### config.mk
export PLATFORM = sky130hd
export DESIGN_NAME = aifd_top
export DESIGN_NICKNAME = d
export VERILOG_FILES = /design/src/aifd_pkg.sv /design/src/aifd_top.sv
export SDC_FILE = /design/constraint.sdc
export NUM_CORES = 1
export LEC_CHECK = 0
export BUFFER_PORTS_ARGS = -buffer_cell sky130_fd_sc_hd__buf_2
export CAP_MARGIN = 20
export CELL_PAD_IN_SITES_DETAIL_PLACEMENT = 0
export CELL_PAD_IN_SITES_GLOBAL_PLACEMENT = 1
export CORE_ASPECT_RATIO = 0.75
export CORE_MARGIN = 3
export CORE_UTILIZATION = 46
export DETAILED_ROUTE_END_ITERATION = 8
export HOLD_SLACK_MARGIN = 0.08
export MAX_ROUTING_LAYER = met4
export PLACE_DENSITY_LB_ADDON = 0.1
export SKIP_CTS_REPAIR_TIMING = 1
export SYNTH_ARGS = -nofsm -noshare
export SYNTH_HDL_FRONTEND = slang
export SYNTH_SLANG_ARGS = --single-unit
### constraint.sdc
create_clock -name core_clk -period 2.5 [get_ports core_clk]
set_clock_uncertainty 0.1 [all_clocks]
set_input_delay 0.125 -clock core_clk [delete_from_list [all_inputs] [get_ports core_clk]]
set_output_delay 0.125 -clock core_clk [all_outputs]
set_load 0.02 [all_outputs]
### src/aifd_pkg.sv
// package: register map, field layouts and types of the input function dispatcher
// Functional notes
// - home edge starts homing; runs to completion
// - priority target runs only while held
// - priority target beaten only by host motion
// - priority target needs origin established flag
// - origin set loads position, sets origin flag
// - origin set during a running held move, or in analog or remote position mode, re-references target
// - fault clear edge drops only gone faults
// - brake override releases brake while disabled
// - four select bits pick move; unassigned zero
// - indexed held move follows index immediately
// - indexed held beats numbered held and pulses
// - indexed pulse move locks inputs until done
// - released held move stops, resumes on reassert
// - lowest held wins; held beats pulse
// - pulse edge starts move only when idle
// - capture edge stores position when armed
// - captured positions saved to non-volatile store
// - level terminators end feed on level
// - edge terminators end feed on edge
// - alternate select routes alternate analog quantity
// - calibration request edge launches calibration
// - held incremental move restarts after completion
package aifd_pkg;

  localparam int AIFD_NMOVE = 16; // moves and capture slots
  localparam int AIFD_NFLT = 8; // latched fault flags
  localparam int AIFD_NLVL = 8; // terminators 1..8 act on level, 9..16 on edge
  localparam int AIFD_AW = 8; // register address width
  localparam int AIFD_DW = 32; // register data width

  // register byte offsets
  localparam logic [7:0] AIFD_OFF_CTRL = 8'h00;
  localparam logic [7:0] AIFD_OFF_TERM_ASSIGN = 8'h04;
  localparam logic [7:0] AIFD_OFF_TERM_POL = 8'h08;
  localparam logic [7:0] AIFD_OFF_STATUS = 8'h0C;
  localparam logic [7:0] AIFD_OFF_ORIGIN = 8'h10;
  localparam logic [1:0] AIFD_TGT_PAGE = 2'h1; // targets at 0x40 + 4*n

  // reset values
  localparam logic [3:0] AIFD_SEL_ASSIGN_RST = 4'hF;
  localparam logic AIFD_TEACH_ALWAYS_RST = 1'b0;
  localparam logic [15:0] AIFD_TERM_ASSIGN_RST = 16'h0000;
  localparam logic [15:0] AIFD_TERM_POL_RST = 16'hFFFF;

  // digital input functions, one bit each
  typedef struct packed {
    logic home; // homing trigger
    logic prio; // priority target request
    logic origin_set; // origin set command
    logic teach_arm; // capture arm
    logic fault_clr; // fault clear request
    logic brake_ovr; // brake release force
    logic [3:0] sel; // move index bits
    logic idx_held; // indexed held motion
    logic idx_pulse; // indexed pulse motion
    logic [15:0] held; // per-number held motions
    logic [15:0] pulse; // per-number pulse motions
    logic [15:0] capture; // per-number capture points
    logic [15:0] term; // feed terminator switches
    logic aout_alt; // analog output alternate select
    logic cal; // travel calibration request
  } aifd_fn_s;
  localparam int AIFD_FN_W = $bits(aifd_fn_s);

  // motion request towards the profile generator
  typedef struct packed {
    logic go; // run (1) or decelerate and hold (0)
    logic held; // held-type source
    logic [3:0] num; // selected move
  } aifd_mreq_s;

  // control register layout
  typedef struct packed {
    logic [26:0] rsvd;
    logic [3:0] sel_assign; // which index bits are wired
    logic teach_always; // capture armed without input
  } aifd_ctrl_s;

  // status register layout
  typedef struct packed {
    logic [7:0] rsvd_hi;
    logic [7:0] faults;
    logic [3:0] rsvd_mid;
    logic [3:0] num;
    logic [1:0] rsvd_lo;
    logic held;
    logic go;
    logic pulse_lock;
    logic prio;
    logic origin_valid;
    logic homing;
  } aifd_stat_s;

  // motion source arbitration states
  typedef enum logic [5:0] {
    AIFD_S_IDLE = 6'h01,
    AIFD_S_HOST = 6'h02,
    AIFD_S_PRIO = 6'h04,
    AIFD_S_IDX = 6'h08,
    AIFD_S_NUM = 6'h10,
    AIFD_S_PULSE = 6'h20
  } aifd_src_e;

endpackage

### src/aifd_top.sv
// module: input function dispatcher turning digital input functions into motion requests
`timescale 1ns/1ps
`default_nettype none
module aifd_top import aifd_pkg::*; (
  input wire logic core_clk,
  input wire logic resetn,
  input wire logic [AIFD_FN_W-1:0] fn_pins, // raw input functions, asynchronous
  input wire logic [31:0] cur_pos, // current position
  input wire logic move_done, // running move completed
  input wire logic home_done, // homing sequence completed
  input wire logic motion_busy, // any move currently running
  input wire logic host_motion, // remote command mode commands motion
  input wire logic analog_pos_mode, // analog position mode active
  input wire logic host_pos_mode, // remote position mode active
  input wire logic drive_enabled, // power stage active
  input wire logic term_move, // running move ends on terminator
  input wire logic [AIFD_NFLT-1:0] fault_cond, // live fault conditions
  input wire logic [AIFD_AW-1:0] reg_addr,
  input wire logic [AIFD_DW-1:0] reg_wdata,
  input wire logic reg_wr,
  input wire logic reg_rd,
  output logic [AIFD_DW-1:0] reg_rdata,
  output logic home_start, // pulse: begin homing
  output logic homing, // homing sequence in progress
  output logic origin_valid, // origin established
  output logic [31:0] origin_offset, // origin offset value
  output logic prio_run, // priority target motion active
  output aifd_mreq_s move_req, // selected move request
  output logic move_start, // pulse: (re)start selected move
  output logic reref, // pulse: re-reference command to new origin
  output logic feed_end, // end feed of running move: one cycle for an edge terminator, held while a level terminator stays active
  output logic brake_release, // force internal brake released
  output logic aout_alt_sel, // analog output shows alternate quantity
  output logic cal_start, // pulse: launch travel calibration
  output logic [AIFD_NFLT-1:0] fault_flags, // latched faults
  output logic nv_save, // pulse: store captured target
  output logic [3:0] nv_addr, // slot being stored
  output logic [31:0] nv_data // value being stored
);

  logic [AIFD_FN_W-1:0] fn_s1_q; // first sync stage, read only by second
  logic [AIFD_FN_W-1:0] fn_s2_q; // synchronised inputs
  logic [AIFD_FN_W-1:0] fn_p_q; // previous synchronised sample
  logic [AIFD_FN_W-1:0] rise_v; // rising edge pulses
  logic [AIFD_FN_W-1:0] fall_v; // falling edge pulses
  aifd_fn_s fn; // level view
  aifd_fn_s fr; // rising edge view
  aifd_fn_s ff; // falling edge view

  logic teach_always_q; // capture always armed
  logic [3:0] sel_assign_q; // index bits that are wired
  logic [15:0] term_assign_q; // terminators in use
  logic [15:0] term_pol_q; // active level or edge direction
  logic [31:0] target_mem [AIFD_NMOVE]; // captured targets

  aifd_src_e src_q; // current motion source
  aifd_src_e src_d;
  logic [3:0] num_d;
  logic go_d;
  logic held_d;
  logic pulse_lock_q; // pulse move running, inputs locked
  logic pulse_lock_d;
  logic [3:0] sel_eff; // index with unwired bits at zero
  logic pulse_fire; // some pulse edge this cycle
  logic [3:0] pulse_num; // move the pulse edge asks for
  logic teach_hit; // armed capture edge this cycle
  logic [3:0] teach_num; // slot to capture
  logic term_hit; // terminator condition seen
  aifd_ctrl_s ctrl_rd; // control register readback
  aifd_stat_s stat_rd; // status register readback

  // lowest set bit of a 16 bit vector
  function automatic logic [3:0] aifd_lowest(input logic [15:0] v);
    logic [3:0] r;
    r = 4'h0;
    for (int i = 15; i >= 0; i--) begin
      if (v[i]) begin
        r = 4'(i);
      end
    end
    return r;
  endfunction

  // two-stage synchroniser plus one history stage for edges
  always_ff @(posedge core_clk or negedge resetn) begin
    if (!resetn) begin
      fn_s1_q <= '0;
      fn_s2_q <= '0;
      fn_p_q <= '0;
    end else begin
      fn_s1_q <= fn_pins;
      fn_s2_q <= fn_s1_q;
      fn_p_q <= fn_s2_q;
    end
  end

  // one edge detector per input function
  for (genvar gi = 0; gi < AIFD_FN_W; gi++) begin : g_edge
    assign rise_v[gi] = fn_s2_q[gi] & ~fn_p_q[gi];
    assign fall_v[gi] = ~fn_s2_q[gi] & fn_p_q[gi];
  end
  // struct views of the flat vectors, so logic below reads by field name
  assign fn = fn_s2_q;
  assign fr = rise_v;
  assign ff = fall_v;

  // unwired index bits read as zero, so a partly wired index still works
  assign sel_eff = fn.sel & sel_assign_q;

  // pulse request: indexed pulse first, then lowest numbered pulse edge
  assign pulse_fire = fr.idx_pulse | (|fr.pulse);
  assign pulse_num = fr.idx_pulse ? sel_eff : aifd_lowest(fr.pulse);

  // capture armed by input or by the always-armed option
  assign teach_hit = (|fr.capture) & (fn.teach_arm | teach_always_q);
  assign teach_num = aifd_lowest(fr.capture);

  // level terminators 1..8 and edge terminators 9..16
  assign term_hit = |(term_assign_q[AIFD_NLVL-1:0]
    & ~(fn.term[AIFD_NLVL-1:0] ^ term_pol_q[AIFD_NLVL-1:0]))
    | |(term_assign_q[15:AIFD_NLVL] & ((fr.term[15:AIFD_NLVL] & term_pol_q[15:AIFD_NLVL])
    | (ff.term[15:AIFD_NLVL] & ~term_pol_q[15:AIFD_NLVL])));

  // software writes to configuration registers
  always_ff @(posedge core_clk or negedge resetn) begin
    if (!resetn) begin
      teach_always_q <= AIFD_TEACH_ALWAYS_RST;
      sel_assign_q <= AIFD_SEL_ASSIGN_RST;
      term_assign_q <= AIFD_TERM_ASSIGN_RST;
      term_pol_q <= AIFD_TERM_POL_RST;
    end else if (reg_wr) begin
      unique case (reg_addr)
        AIFD_OFF_CTRL: begin
          teach_always_q <= reg_wdata[0];
          sel_assign_q <= reg_wdata[4:1];
        end
        AIFD_OFF_TERM_ASSIGN: term_assign_q <= reg_wdata[15:0];
        AIFD_OFF_TERM_POL: term_pol_q <= reg_wdata[15:0];
        default: ; // read-only or unmapped, write ignored
      endcase
    end
  end

  // register readback images
  always_comb begin
    ctrl_rd = '0;
    ctrl_rd.teach_always = teach_always_q;
    ctrl_rd.sel_assign = sel_assign_q;
    stat_rd = '0;
    stat_rd.homing = homing;
    stat_rd.origin_valid = origin_valid;
    stat_rd.prio = prio_run;
    stat_rd.pulse_lock = pulse_lock_q;
    stat_rd.go = move_req.go;
    stat_rd.held = move_req.held;
    stat_rd.num = move_req.num;
    stat_rd.faults = fault_flags;
  end

  // read data stands only in the cycle after the strobe
  always_ff @(posedge core_clk or negedge resetn) begin
    if (!resetn) begin
      reg_rdata <= '0;
    end else if (!reg_rd) begin
      reg_rdata <= '0;
    end else if (reg_addr[7:6] == AIFD_TGT_PAGE) begin
      reg_rdata <= target_mem[reg_addr[5:2]];
    end else begin
      unique case (reg_addr)
        AIFD_OFF_CTRL: reg_rdata <= ctrl_rd;
        AIFD_OFF_TERM_ASSIGN: reg_rdata <= {16'h0000, term_assign_q};
        AIFD_OFF_TERM_POL: reg_rdata <= {16'h0000, term_pol_q};
        AIFD_OFF_STATUS: reg_rdata <= stat_rd;
        AIFD_OFF_ORIGIN: reg_rdata <= origin_offset;
        default: reg_rdata <= '0; // unmapped reads zero
      endcase
    end
  end

  // homing: the edge starts it, the trigger level no longer matters after
  always_ff @(posedge core_clk or negedge resetn) begin
    if (!resetn) begin
      homing <= 1'b0;
      home_start <= 1'b0;
    end else begin
      home_start <= fr.home;
      if (fr.home) begin
        homing <= 1'b1;
      end else if (home_done) begin
        homing <= 1'b0;
      end
    end
  end

  // origin: origin-set works at any time, even mid motion
  always_ff @(posedge core_clk or negedge resetn) begin
    if (!resetn) begin
      origin_valid <= 1'b0;
      origin_offset <= '0;
      reref <= 1'b0;
    end else begin
      reref <= fr.origin_set & ((move_req.held & move_req.go) | analog_pos_mode
        | host_pos_mode);
      if (fr.origin_set) begin
        origin_offset <= cur_pos;
        origin_valid <= 1'b1;
      end else if (home_done & homing) begin
        origin_valid <= 1'b1;
      end else if (fr.home) begin
        origin_valid <= 1'b0; // a new homing run voids the old origin
      end
    end
  end

  // source arbitration, highest first
  always_comb begin
    src_d = AIFD_S_IDLE;
    num_d = move_req.num;
    go_d = 1'b0;
    held_d = 1'b0;
    // a finished pulse move frees the lock; a new edge is then needed
    pulse_lock_d = pulse_lock_q & ~move_done;
    if (host_motion) begin
      src_d = AIFD_S_HOST;
    end else if (fn.prio & origin_valid) begin
      src_d = AIFD_S_PRIO;
    end else if (fn.idx_held) begin
      src_d = AIFD_S_IDX;
      num_d = sel_eff;
      go_d = 1'b1;
      held_d = 1'b1;
    end else if (|fn.held) begin
      src_d = AIFD_S_NUM;
      num_d = aifd_lowest(fn.held);
      go_d = 1'b1;
      held_d = 1'b1;
    end else if (pulse_lock_d & (src_q == AIFD_S_PULSE)) begin
      src_d = AIFD_S_PULSE;
      go_d = 1'b1;
    end else if (pulse_fire & ~motion_busy & ~pulse_lock_q) begin
      src_d = AIFD_S_PULSE;
      num_d = pulse_num;
      go_d = 1'b1;
      pulse_lock_d = 1'b1;
    end else if (src_q == AIFD_S_NUM) begin
      src_d = AIFD_S_NUM;
      held_d = 1'b1;
    end
    // a held source taking over frees the pulse lock
    if (src_d != AIFD_S_PULSE) begin
      pulse_lock_d = 1'b0;
    end
  end

  // source state and request outputs
  always_ff @(posedge core_clk or negedge resetn) begin
    if (!resetn) begin
      src_q <= AIFD_S_IDLE;
      pulse_lock_q <= 1'b0;
      move_req <= '0;
      prio_run <= 1'b0;
      move_start <= 1'b0;
    end else begin
      src_q <= src_d;
      pulse_lock_q <= pulse_lock_d;
      move_req.num <= num_d;
      move_req.go <= go_d;
      move_req.held <= held_d;
      prio_run <= (src_d == AIFD_S_PRIO);
      // new choice, resume after hold, or held restart after done
      move_start <= go_d & ((src_d != src_q) | (num_d != move_req.num) | ~move_req.go
        | (held_d & move_done));
    end
  end

  // fault flags: a live condition always wins over the clear
  always_ff @(posedge core_clk or negedge resetn) begin
    if (!resetn) begin
      fault_flags <= '0;
    end else begin
      fault_flags <= (fault_flags & ~({AIFD_NFLT{fr.fault_clr}} & ~fault_cond))
        | fault_cond;
    end
  end

  // brake, analog route, calibration and feed end
  always_ff @(posedge core_clk or negedge resetn) begin
    if (!resetn) begin
      brake_release <= 1'b0;
      aout_alt_sel <= 1'b0;
      cal_start <= 1'b0;
      feed_end <= 1'b0;
    end else begin
      brake_release <= fn.brake_ovr & ~drive_enabled;
      aout_alt_sel <= fn.aout_alt;
      cal_start <= fr.cal;
      feed_end <= term_move & motion_busy & term_hit;
    end
  end

  // captured targets; each capture is also pushed to non-volatile storage
  always_ff @(posedge core_clk or negedge resetn) begin
    if (!resetn) begin
      for (int i = 0; i < AIFD_NMOVE; i++) begin
        target_mem[i] <= '0;
      end
      nv_save <= 1'b0;
      nv_addr <= '0;
      nv_data <= '0;
    end else begin
      nv_save <= teach_hit;
      if (teach_hit) begin
        target_mem[teach_num] <= cur_pos;
        nv_addr <= teach_num;
        nv_data <= cur_pos;
      end
    end
  end

  // checks on the dispatcher's own outputs
  a_home_start_edge: assert property (@(posedge core_clk) disable iff (!resetn)
    fr.home |=> home_start && homing) else $error("homing not started by edge");

  a_home_runs_on: assert property (@(posedge core_clk) disable iff (!resetn)
    homing && !home_done && !fr.home |=> homing) else $error("homing dropped early");

  a_prio_needs_origin: assert property (@(posedge core_clk) disable iff (!resetn)
    prio_run |-> $past(origin_valid) && $past(fn.prio)) else $error("prio without origin");

  a_prio_release: assert property (@(posedge core_clk) disable iff (!resetn)
    !fn.prio |=> !prio_run) else $error("prio ran without request");

  a_host_beats_prio: assert property (@(posedge core_clk) disable iff (!resetn)
    host_motion |=> !prio_run) else $error("prio ran under host");

  a_origin_load: assert property (@(posedge core_clk) disable iff (!resetn)
    fr.origin_set |=> origin_valid && origin_offset == $past(cur_pos))
    else $error("origin not loaded");

  // fault flags: live conditions stay, gone ones drop on a clear
  a_fault_keep: assert property (@(posedge core_clk) disable iff (!resetn)
    1'b1 |=> (fault_flags & $past(fault_cond)) == $past(fault_cond))
    else $error("live fault cleared");

  a_fault_clear: assert property (@(posedge core_clk) disable iff (!resetn)
    fr.fault_clr |=> (fault_flags & ~$past(fault_cond)) == '0)
    else $error("dead fault kept");

  a_brake_force: assert property (@(posedge core_clk) disable iff (!resetn)
    fn.brake_ovr && !drive_enabled |=> brake_release) else $error("brake not released");

  a_aout_route: assert property (@(posedge core_clk) disable iff (!resetn)
    fn.aout_alt |=> aout_alt_sel) else $error("alternate output not routed");

  // move selection, feed end, calibration and capture checks
  a_pulse_locked: assert property (@(posedge core_clk) disable iff (!resetn)
    src_q == AIFD_S_PULSE && src_d == AIFD_S_PULSE |=> $stable(move_req.num))
    else $error("pulse move changed mid run");

  a_pulse_idle: assert property (@(posedge core_clk) disable iff (!resetn)
    move_start && !move_req.held |-> !$past(motion_busy))
    else $error("pulse move started while busy");

  a_held_lowest: assert property (@(posedge core_clk) disable iff (!resetn)
    !host_motion && !(fn.prio && origin_valid) && !fn.idx_held && fn.held[2:0] == 3'b100
    |=> move_req.num == 4'h2 && move_req.go) else $error("lowest held not chosen");

  a_feed_gate: assert property (@(posedge core_clk) disable iff (!resetn)
    !term_move |=> !feed_end) else $error("feed ended outside terminator move");

  a_cal_pulse: assert property (@(posedge core_clk) disable iff (!resetn)
    fr.cal |=> cal_start ##1 !cal_start) else $error("calibration start not a pulse");

  a_capture_save: assert property (@(posedge core_clk) disable iff (!resetn)
    teach_hit |=> nv_save && nv_data == $past(cur_pos)) else $error("capture not saved");

endmodule // aifd_top
`default_nettype wire

==> flow_metrics.tcl, run 1 <==
set metrics [dict create \
    outcome "finished, violations left" \
    violations "setup timing" \
    h-tree-depth 3 \
    fin_crit_ps 2690 \
    nets 3129 \
    critPathSlowestCell "or4_4" \
    dieArea_um2 82100 \
    synth_edf_count 0 \
    start_util 0.467 \
    critPathCaptureType "flop" \
    synth_seq_cells 882 \
    mostFrequentLayoutCells "861 x dfrtp_1, 401 x mux2_2, 275 x buf_2, 228 x dlygate4sd3_1, 211 x mux2_4" \
    place_congestion 0.913 \
    crit_chain "nor2b_1 > or4_4 > nor4_4 > nand2_1 > nor2_4 > buf_12 > clkbuf_16 > mux2_4" \
    worst_slack_ps -187 \
    dp_slack_ps -165 \
    cts_sinks 882 \
    wl_per_cell_um 26.1 \
    internal_power_w 0.0292 \
    p_comb_frac 0.168 \
    powerDensity_nw_per_um2 808 \
    postSynthCellCount 2272 \
    pin_count 295 \
    rrSetupSlack_ps -190 \
    seqPwrFrac 0.464 \
    ys_types 69 \
    register_area_um2 22100 \
    rr_startpoint "fn[25]" \
    critPathKind "flop to flop" \
    async_reset_ff_frac 1.00 \
    multi_input_area_um2 14500 \
    relSlewSlack 0.576 \
    crit_arrival_ps 3110 \
    ys.flop_type "dfrtp_1" \
    crit_buf_inv 2 \
    final_max_slew_viol_count 0 \
    clk_latency_ps 640 \
    drt_pass1_iterations 5 \
    setup_viol 250 \
    fill_cells 5797 \
    grt_usage 0.241 \
    place.port_buffers 278 \
    reg2reg_to "target_mem[70]" \
    die_x_um 330 \
    start_kind "flop" \
    rsz0062_at_grt "true" \
    clock_path_buffers 3 \
    rows 88 \
    syn2layout_area_growth_pct 32.4 \
    coreArea_um2 77400 \
    synth_nets 2442 \
    cp_top_family "simple AND/OR/NAND/NOR gates" \
    maxClockFrequency_ghz 0.372 \
    required_ps 2920 \
    min_period_over_period 1.07 \
    vias_per_cell 5.63 \
    syn_area_um2 36200 \
    wl_mm 106 \
    finish.utilization 0.619 \
    worstPathMaxFanout 8 \
    fin_setup_tns_ps -22590 \
    final_common_cell "dfrtp_1" \
    drc 0 \
    drt_iter0_markers 1526 \
    tightestPinTransition_ps 637 \
    p_switching_w 0.00946 \
    hold_class "input port to asynchronous set/reset pin" \
    peakVddDrop_mv 0.621 \
    ys_seq_area_frac 0.611 \
    grt_pass1_wl_mm 144 \
    grt_remaining_overflow 0 \
    route.vias.total 22900 \
    clk_pin_slew_worst_paths_ps 60 \
    ant_nets 0 \
    pwr-share-clk 0.368 \
    die_y_um 249 \
    hold_violations 0 \
    grt_pass1_vias 22400 \
    p_leak_nw 21.4 \
    numCtsBuffers 89 \
    cpPeakStageDelay_ps 560 \
    swShare 0.244 \
    grt_max_degree 95 \
    cts_root_buffer "clkbuf_16" \
    cts_tree "built" \
    layout-drive-gt1-share 0.503 \
    antenna_found_initial 3 \
    synth_warnings 0 \
    r2r.worst_path.cells 8 \
    avgSynthCellArea_um2 15.9 \
    cap_violations 0 \
    post-dp-hpwl_mm 65.0 \
]
## cell usage after synthesis, types with 3 or more instances
master	instances	area share
a211oi_1	6	0.0012
a21boi_0	5	0.0010
a21o_1	10	0.0021
a21oi_1	22	0.0030
a221o_1	13	0.0036
a221oi_1	6	0.0015
a222oi_1	14	0.0039
a22oi_1	16	0.0033
a311oi_1	3	0.00073
a31oi_1	5	0.00086
and2_1	10	0.0017
and3_1	7	0.0012
buf_1	11	0.0011
buf_2	49	0.0068
buf_4	12	0.0025
buf_6	3	0.00093
clkbuf_1	80	0.0083
dfrtp_1	861	0.60
dfstp_2	21	0.015
inv_1	19	0.0020
mux2_1	92	0.029
mux2_2	523	0.16
mux2i_1	6	0.0017
mux4_2	160	0.10
nand2_1	56	0.0058
nand2b_1	28	0.0048
nand3_1	12	0.0017
nand4_1	8	0.0014
nor2_1	50	0.0052
nor2b_1	38	0.0066
nor3_1	14	0.0019
nor3b_1	7	0.0015
nor4_1	9	0.0016
o2111ai_1	3	0.00073
o211ai_1	5	0.0010
o21ai_0	32	0.0044
o31ai_1	3	0.00062
or4_1	3	0.00062
xnor2_1	10	0.0024
## stage by stage
step	cells	total power [W]	cell area [µm²]	hold slack, ps
3_3_place_gp	3630	0.0234	40400	-29.5
4_1_cts	3793	0.0381	43500	-710
2_1_floorplan	2272	0.0215	36200	-271
6_report	4070	0.0387	47900	97.7
3_5_place_dp	3630	0.0238	40400	-25.9
5_1_grt	4068	0.0404	47900	85.2
## worst reg2reg max path: stages, from the launching register on
cell	delay, ps
dfrtp_1	390
nor2b_1	170
or4_4	560
nor4_4	370
nand2_1	160
nor2_4	150
buf_12	160
clkbuf_16	200
mux2_4	310
## power by group through the flow
stage	logic (W)	clock network, W	registers (W)
2_1_floorplan	0.00362	0	0.0179
3_3_place_gp	0.00548	0	0.0180
3_5_place_dp	0.00567	0	0.0181
4_1_cts	0.00568	0.0146	0.0179
5_1_grt	0.00699	0.0152	0.0182
6_report	0.00652	0.0142	0.0180
## metal layers
metal / routed length (µm) / track usage
met5: 0 / -
met4: 1750 / 0.0542
met3: 5400 / 0.0365
met2: 48800 / 0.358
met1: 50300 / 0.352
## logic make-up (layout without fill, tap and decap cells)
family,after synthesis,in the layout,synth area share
flops,882,882,0.611
simple gates,262,262,0.0394
other cells,0,4,0
xor+xnor,10,10,0.00242
buf+inv,174,933,0.0216
mux,781,781,0.293
compound gates,163,163,0.0328
## state kept, by name, summed over array words and instances (netlist names), 4 cells and up
name           cells
fault_flags        8
fn                78
fn_s1_q           78
nv_addr            4
sel_assign_q       4
target_mem       512
term_pol_q        16
reg_rdata         32
src_q              6
move_req           6
nv_data           32
fn_p_q            46
term_assign_q     16
origin_offset     32
## layout make-up
type,instances,share of cell area
clock inverters,39,0.0124
repair buffers,751,0.143
well taps,1035,0.0270
diodes,4,0.000209
multi-input cells,1216,0.302
inverters,19,0.00149
clock buffers,124,0.0524
flip-flops and latches,882,0.461
## worst max-delay path by stage
stage | startpoint | end | slack (ps) | cells after the start
detailed placement | fn[59] | move_start | -160 | 9
global route | fn[54] | move_start | -320 | 9
finish | fn[25] | target_mem[70] | -190 | 8
CTS | fn[59] | move_start | -180 | 9
floorplan | fn[19] | target_mem[120] | 90 | 8
global placement | fn[43] | move_start | -240 | 10
Power figures use the tool's default switching activity.
==> run 2: changes to the inputs <==
CORE_UTILIZATION = 47   (was 46)
CTS_BUF_LIST = sky130_fd_sc_hd__clkbuf_4   (was default)
==> flow_metrics.tcl, run 2 (synthesized netlist as in run 1, its figures left out) <==
set metrics [dict create \
    seqPwrFrac 0.490 \
    instances_no_fill 4419 \
    cp_top_family "simple AND/OR/NAND/NOR gates" \
    ant_nets 0 \
    wl_mm 112 \
    crit_start "fn[22]" \
    rsz0062_at_grt "true" \
    fin_worst_hold_slack_ps 107 \
    p_switching_w 0.00970 \
    reg2reg_to "target_mem[121]" \
    grt_max_degree 106 \
    fin_crit_ps 2690 \
    numCtsBuffers 214 \
    post-dp-hpwl_mm 64.7 \
    clock_path_buffers 3 \
    wl_per_cell_um 25.4 \
    rr_startpoint "fn[22]" \
    dp_slack_ps -194 \
    swShare 0.264 \
    violations "setup timing" \
    largest_reg_flops 512 \
    hold_end "fn_s1_q[1]" \
    grt_pass1_vias 23500 \
    drc 0 \
    final_max_slew_viol_count 0 \
    critPathCaptureType "flop" \
    hold_depth 3 \
    outcome "finished, violations left" \
    coreArea_um2 75700 \
    worstPathMaxFanout 8 \
    layout-drive-gt1-share 0.506 \
    h-tree-depth 4 \
    hp-start "fn_pins[1]" \
    setup_viol 307 \
    critPathSlowestCell "or4_4" \
    syn2layout_area_growth_pct 35.5 \
    place.port_buffers 278 \
    hold_class "input port to flop" \
    cts_root_buffer "clkbuf_4" \
    crit_buf_inv 3 \
    dp.cells 3625 \
    r2r.worst_path.cells 9 \
    clk_pin_slew_worst_paths_ps 60 \
    final_common_cell "dfrtp_1" \
    peakVddDrop_mv 0.441 \
    crit_arrival_ps 3570 \
    die_y_um 246 \
    p_comb_frac 0.186 \
    regMostFlops "target_mem" \
    pwr-share-clk 0.324 \
    grt_remaining_overflow 0 \
    vias_per_cell 5.54 \
    cts_tree "built" \
    cpPeakStageDelay_ps 570 \
    tightestPinTransition_ps 838 \
    route.vias.total 24500 \
    p_leak_nw 22.2 \
    grt_usage 0.252 \
    required_ps 3380 \
    hold_violations 0 \
    nets 3399 \
    drt_iter0_markers 1904 \
    relSlewSlack 0.440 \
    grt_pass1_wl_mm 147 \
    die_x_um 326 \
    worst_slack_ps -194 \
    start_util 0.478 \
    internal_power_w 0.0270 \
    drt_pass1_iterations 5 \
    postPlaceCellArea_um2 40400 \
    pin_count 295 \
    antenna_found_initial 8 \
    powerDensity_nw_per_um2 749 \
    min_period_over_period 1.08 \
    dieArea_um2 80300 \
    fill_cells 5561 \
    crit_chain "nand2b_1 > nand2_1 > or4_4 > nor4_4 > buf_4 > and3_4 > buf_12 > clkbuf_16 > mux2_4" \
    fin_setup_tns_ps -25210 \
    rows 87 \
    start_kind "flop" \
    cap_violations 0 \
    cts_sinks 882 \
    critPathKind "flop to flop" \
    place_congestion 0.906 \
    design_area_um2 49000 \
    clk_latency_ps 1110 \
    maxClockFrequency_ghz 0.371 \
    rrSetupSlack_ps -190 \
    mostFrequentLayoutCells "861 x dfrtp_1, 381 x mux2_2, 365 x dlygate4sd3_1, 320 x clkbuf_4, 275 x buf_2" \
]
run 2: cell types whose count changed in the layout (fill, tap and decap cells not counted), sizes merged, moves of 5 or more:
cell,change
clkinv,+29
bufinv,-12
clkbuf,+199
buf,+5
dlygate4sd3,+137
diode,+5
run 2: power groups by stage:
stage                     logic, W  clock network, W  registers [W]
after floorplan            0.00362                 0         0.0179
after global placement     0.00549                 0         0.0180
after detailed placement   0.00567                 0         0.0182
after CTS                  0.00568            0.0122         0.0179
after global routing       0.00727            0.0131         0.0182
final                      0.00681            0.0119         0.0180
run 2: stage by stage:
| stage | util | total power (W) |
|---|---|---|
| after global routing | 0.647 | 0.0385 |
| after detailed placement | 0.535 | 0.0238 |
| final | 0.648 | 0.0367 |
| after global placement | 0.535 | 0.0235 |
| after CTS | 0.571 | 0.0358 |
| after floorplan | - | 0.0215 |
run 2: worst reg2reg max path: cells and delay by family, from the launching register on:
kind                   cells  cell delay (ps)
muxes                      1              310
buffers and inverters      3              530
and+or+nand+nor            5             1270
DFF                        1              370
run 2: worst max-delay path by stage:
stage / end / slack [ps] / cells after the start
after global placement: move_start / -170 / 10
after global routing: target_mem[117] / -330 / 9
after detailed placement: target_mem[271] / -190 / 10
final: target_mem[121] / -190 / 9
after CTS: target_mem[271] / -270 / 10
after floorplan: target_mem[120] / 90 / 8
run 2: final cells by class:
| class | instances | area (µm²) | share of cell area |
|---|---|---|---|
| sequential | 882 | 22100 | 0.451 |
| multi-input combinational | 1216 | 14500 | 0.295 |
| timing repair buffer | 896 | 8350 | 0.170 |
| clock buffer | 320 | 2400 | 0.0490 |
| tap | 1023 | 1280 | 0.0261 |
| clock inverter | 54 | 313 | 0.00639 |
| inverter | 19 | 71.3 | 0.00146 |
| antenna | 9 | 22.5 | 0.000460 |
run 2: routing by layer:
layer,vias up,global-route usage,routed length (µm)
met2,844,0.372,51900
met5,-,-,0
li1,10400,-,-
met3,160,0.0545,7610
met4,0,0.0812,2420
met1,13100,0.351,50300
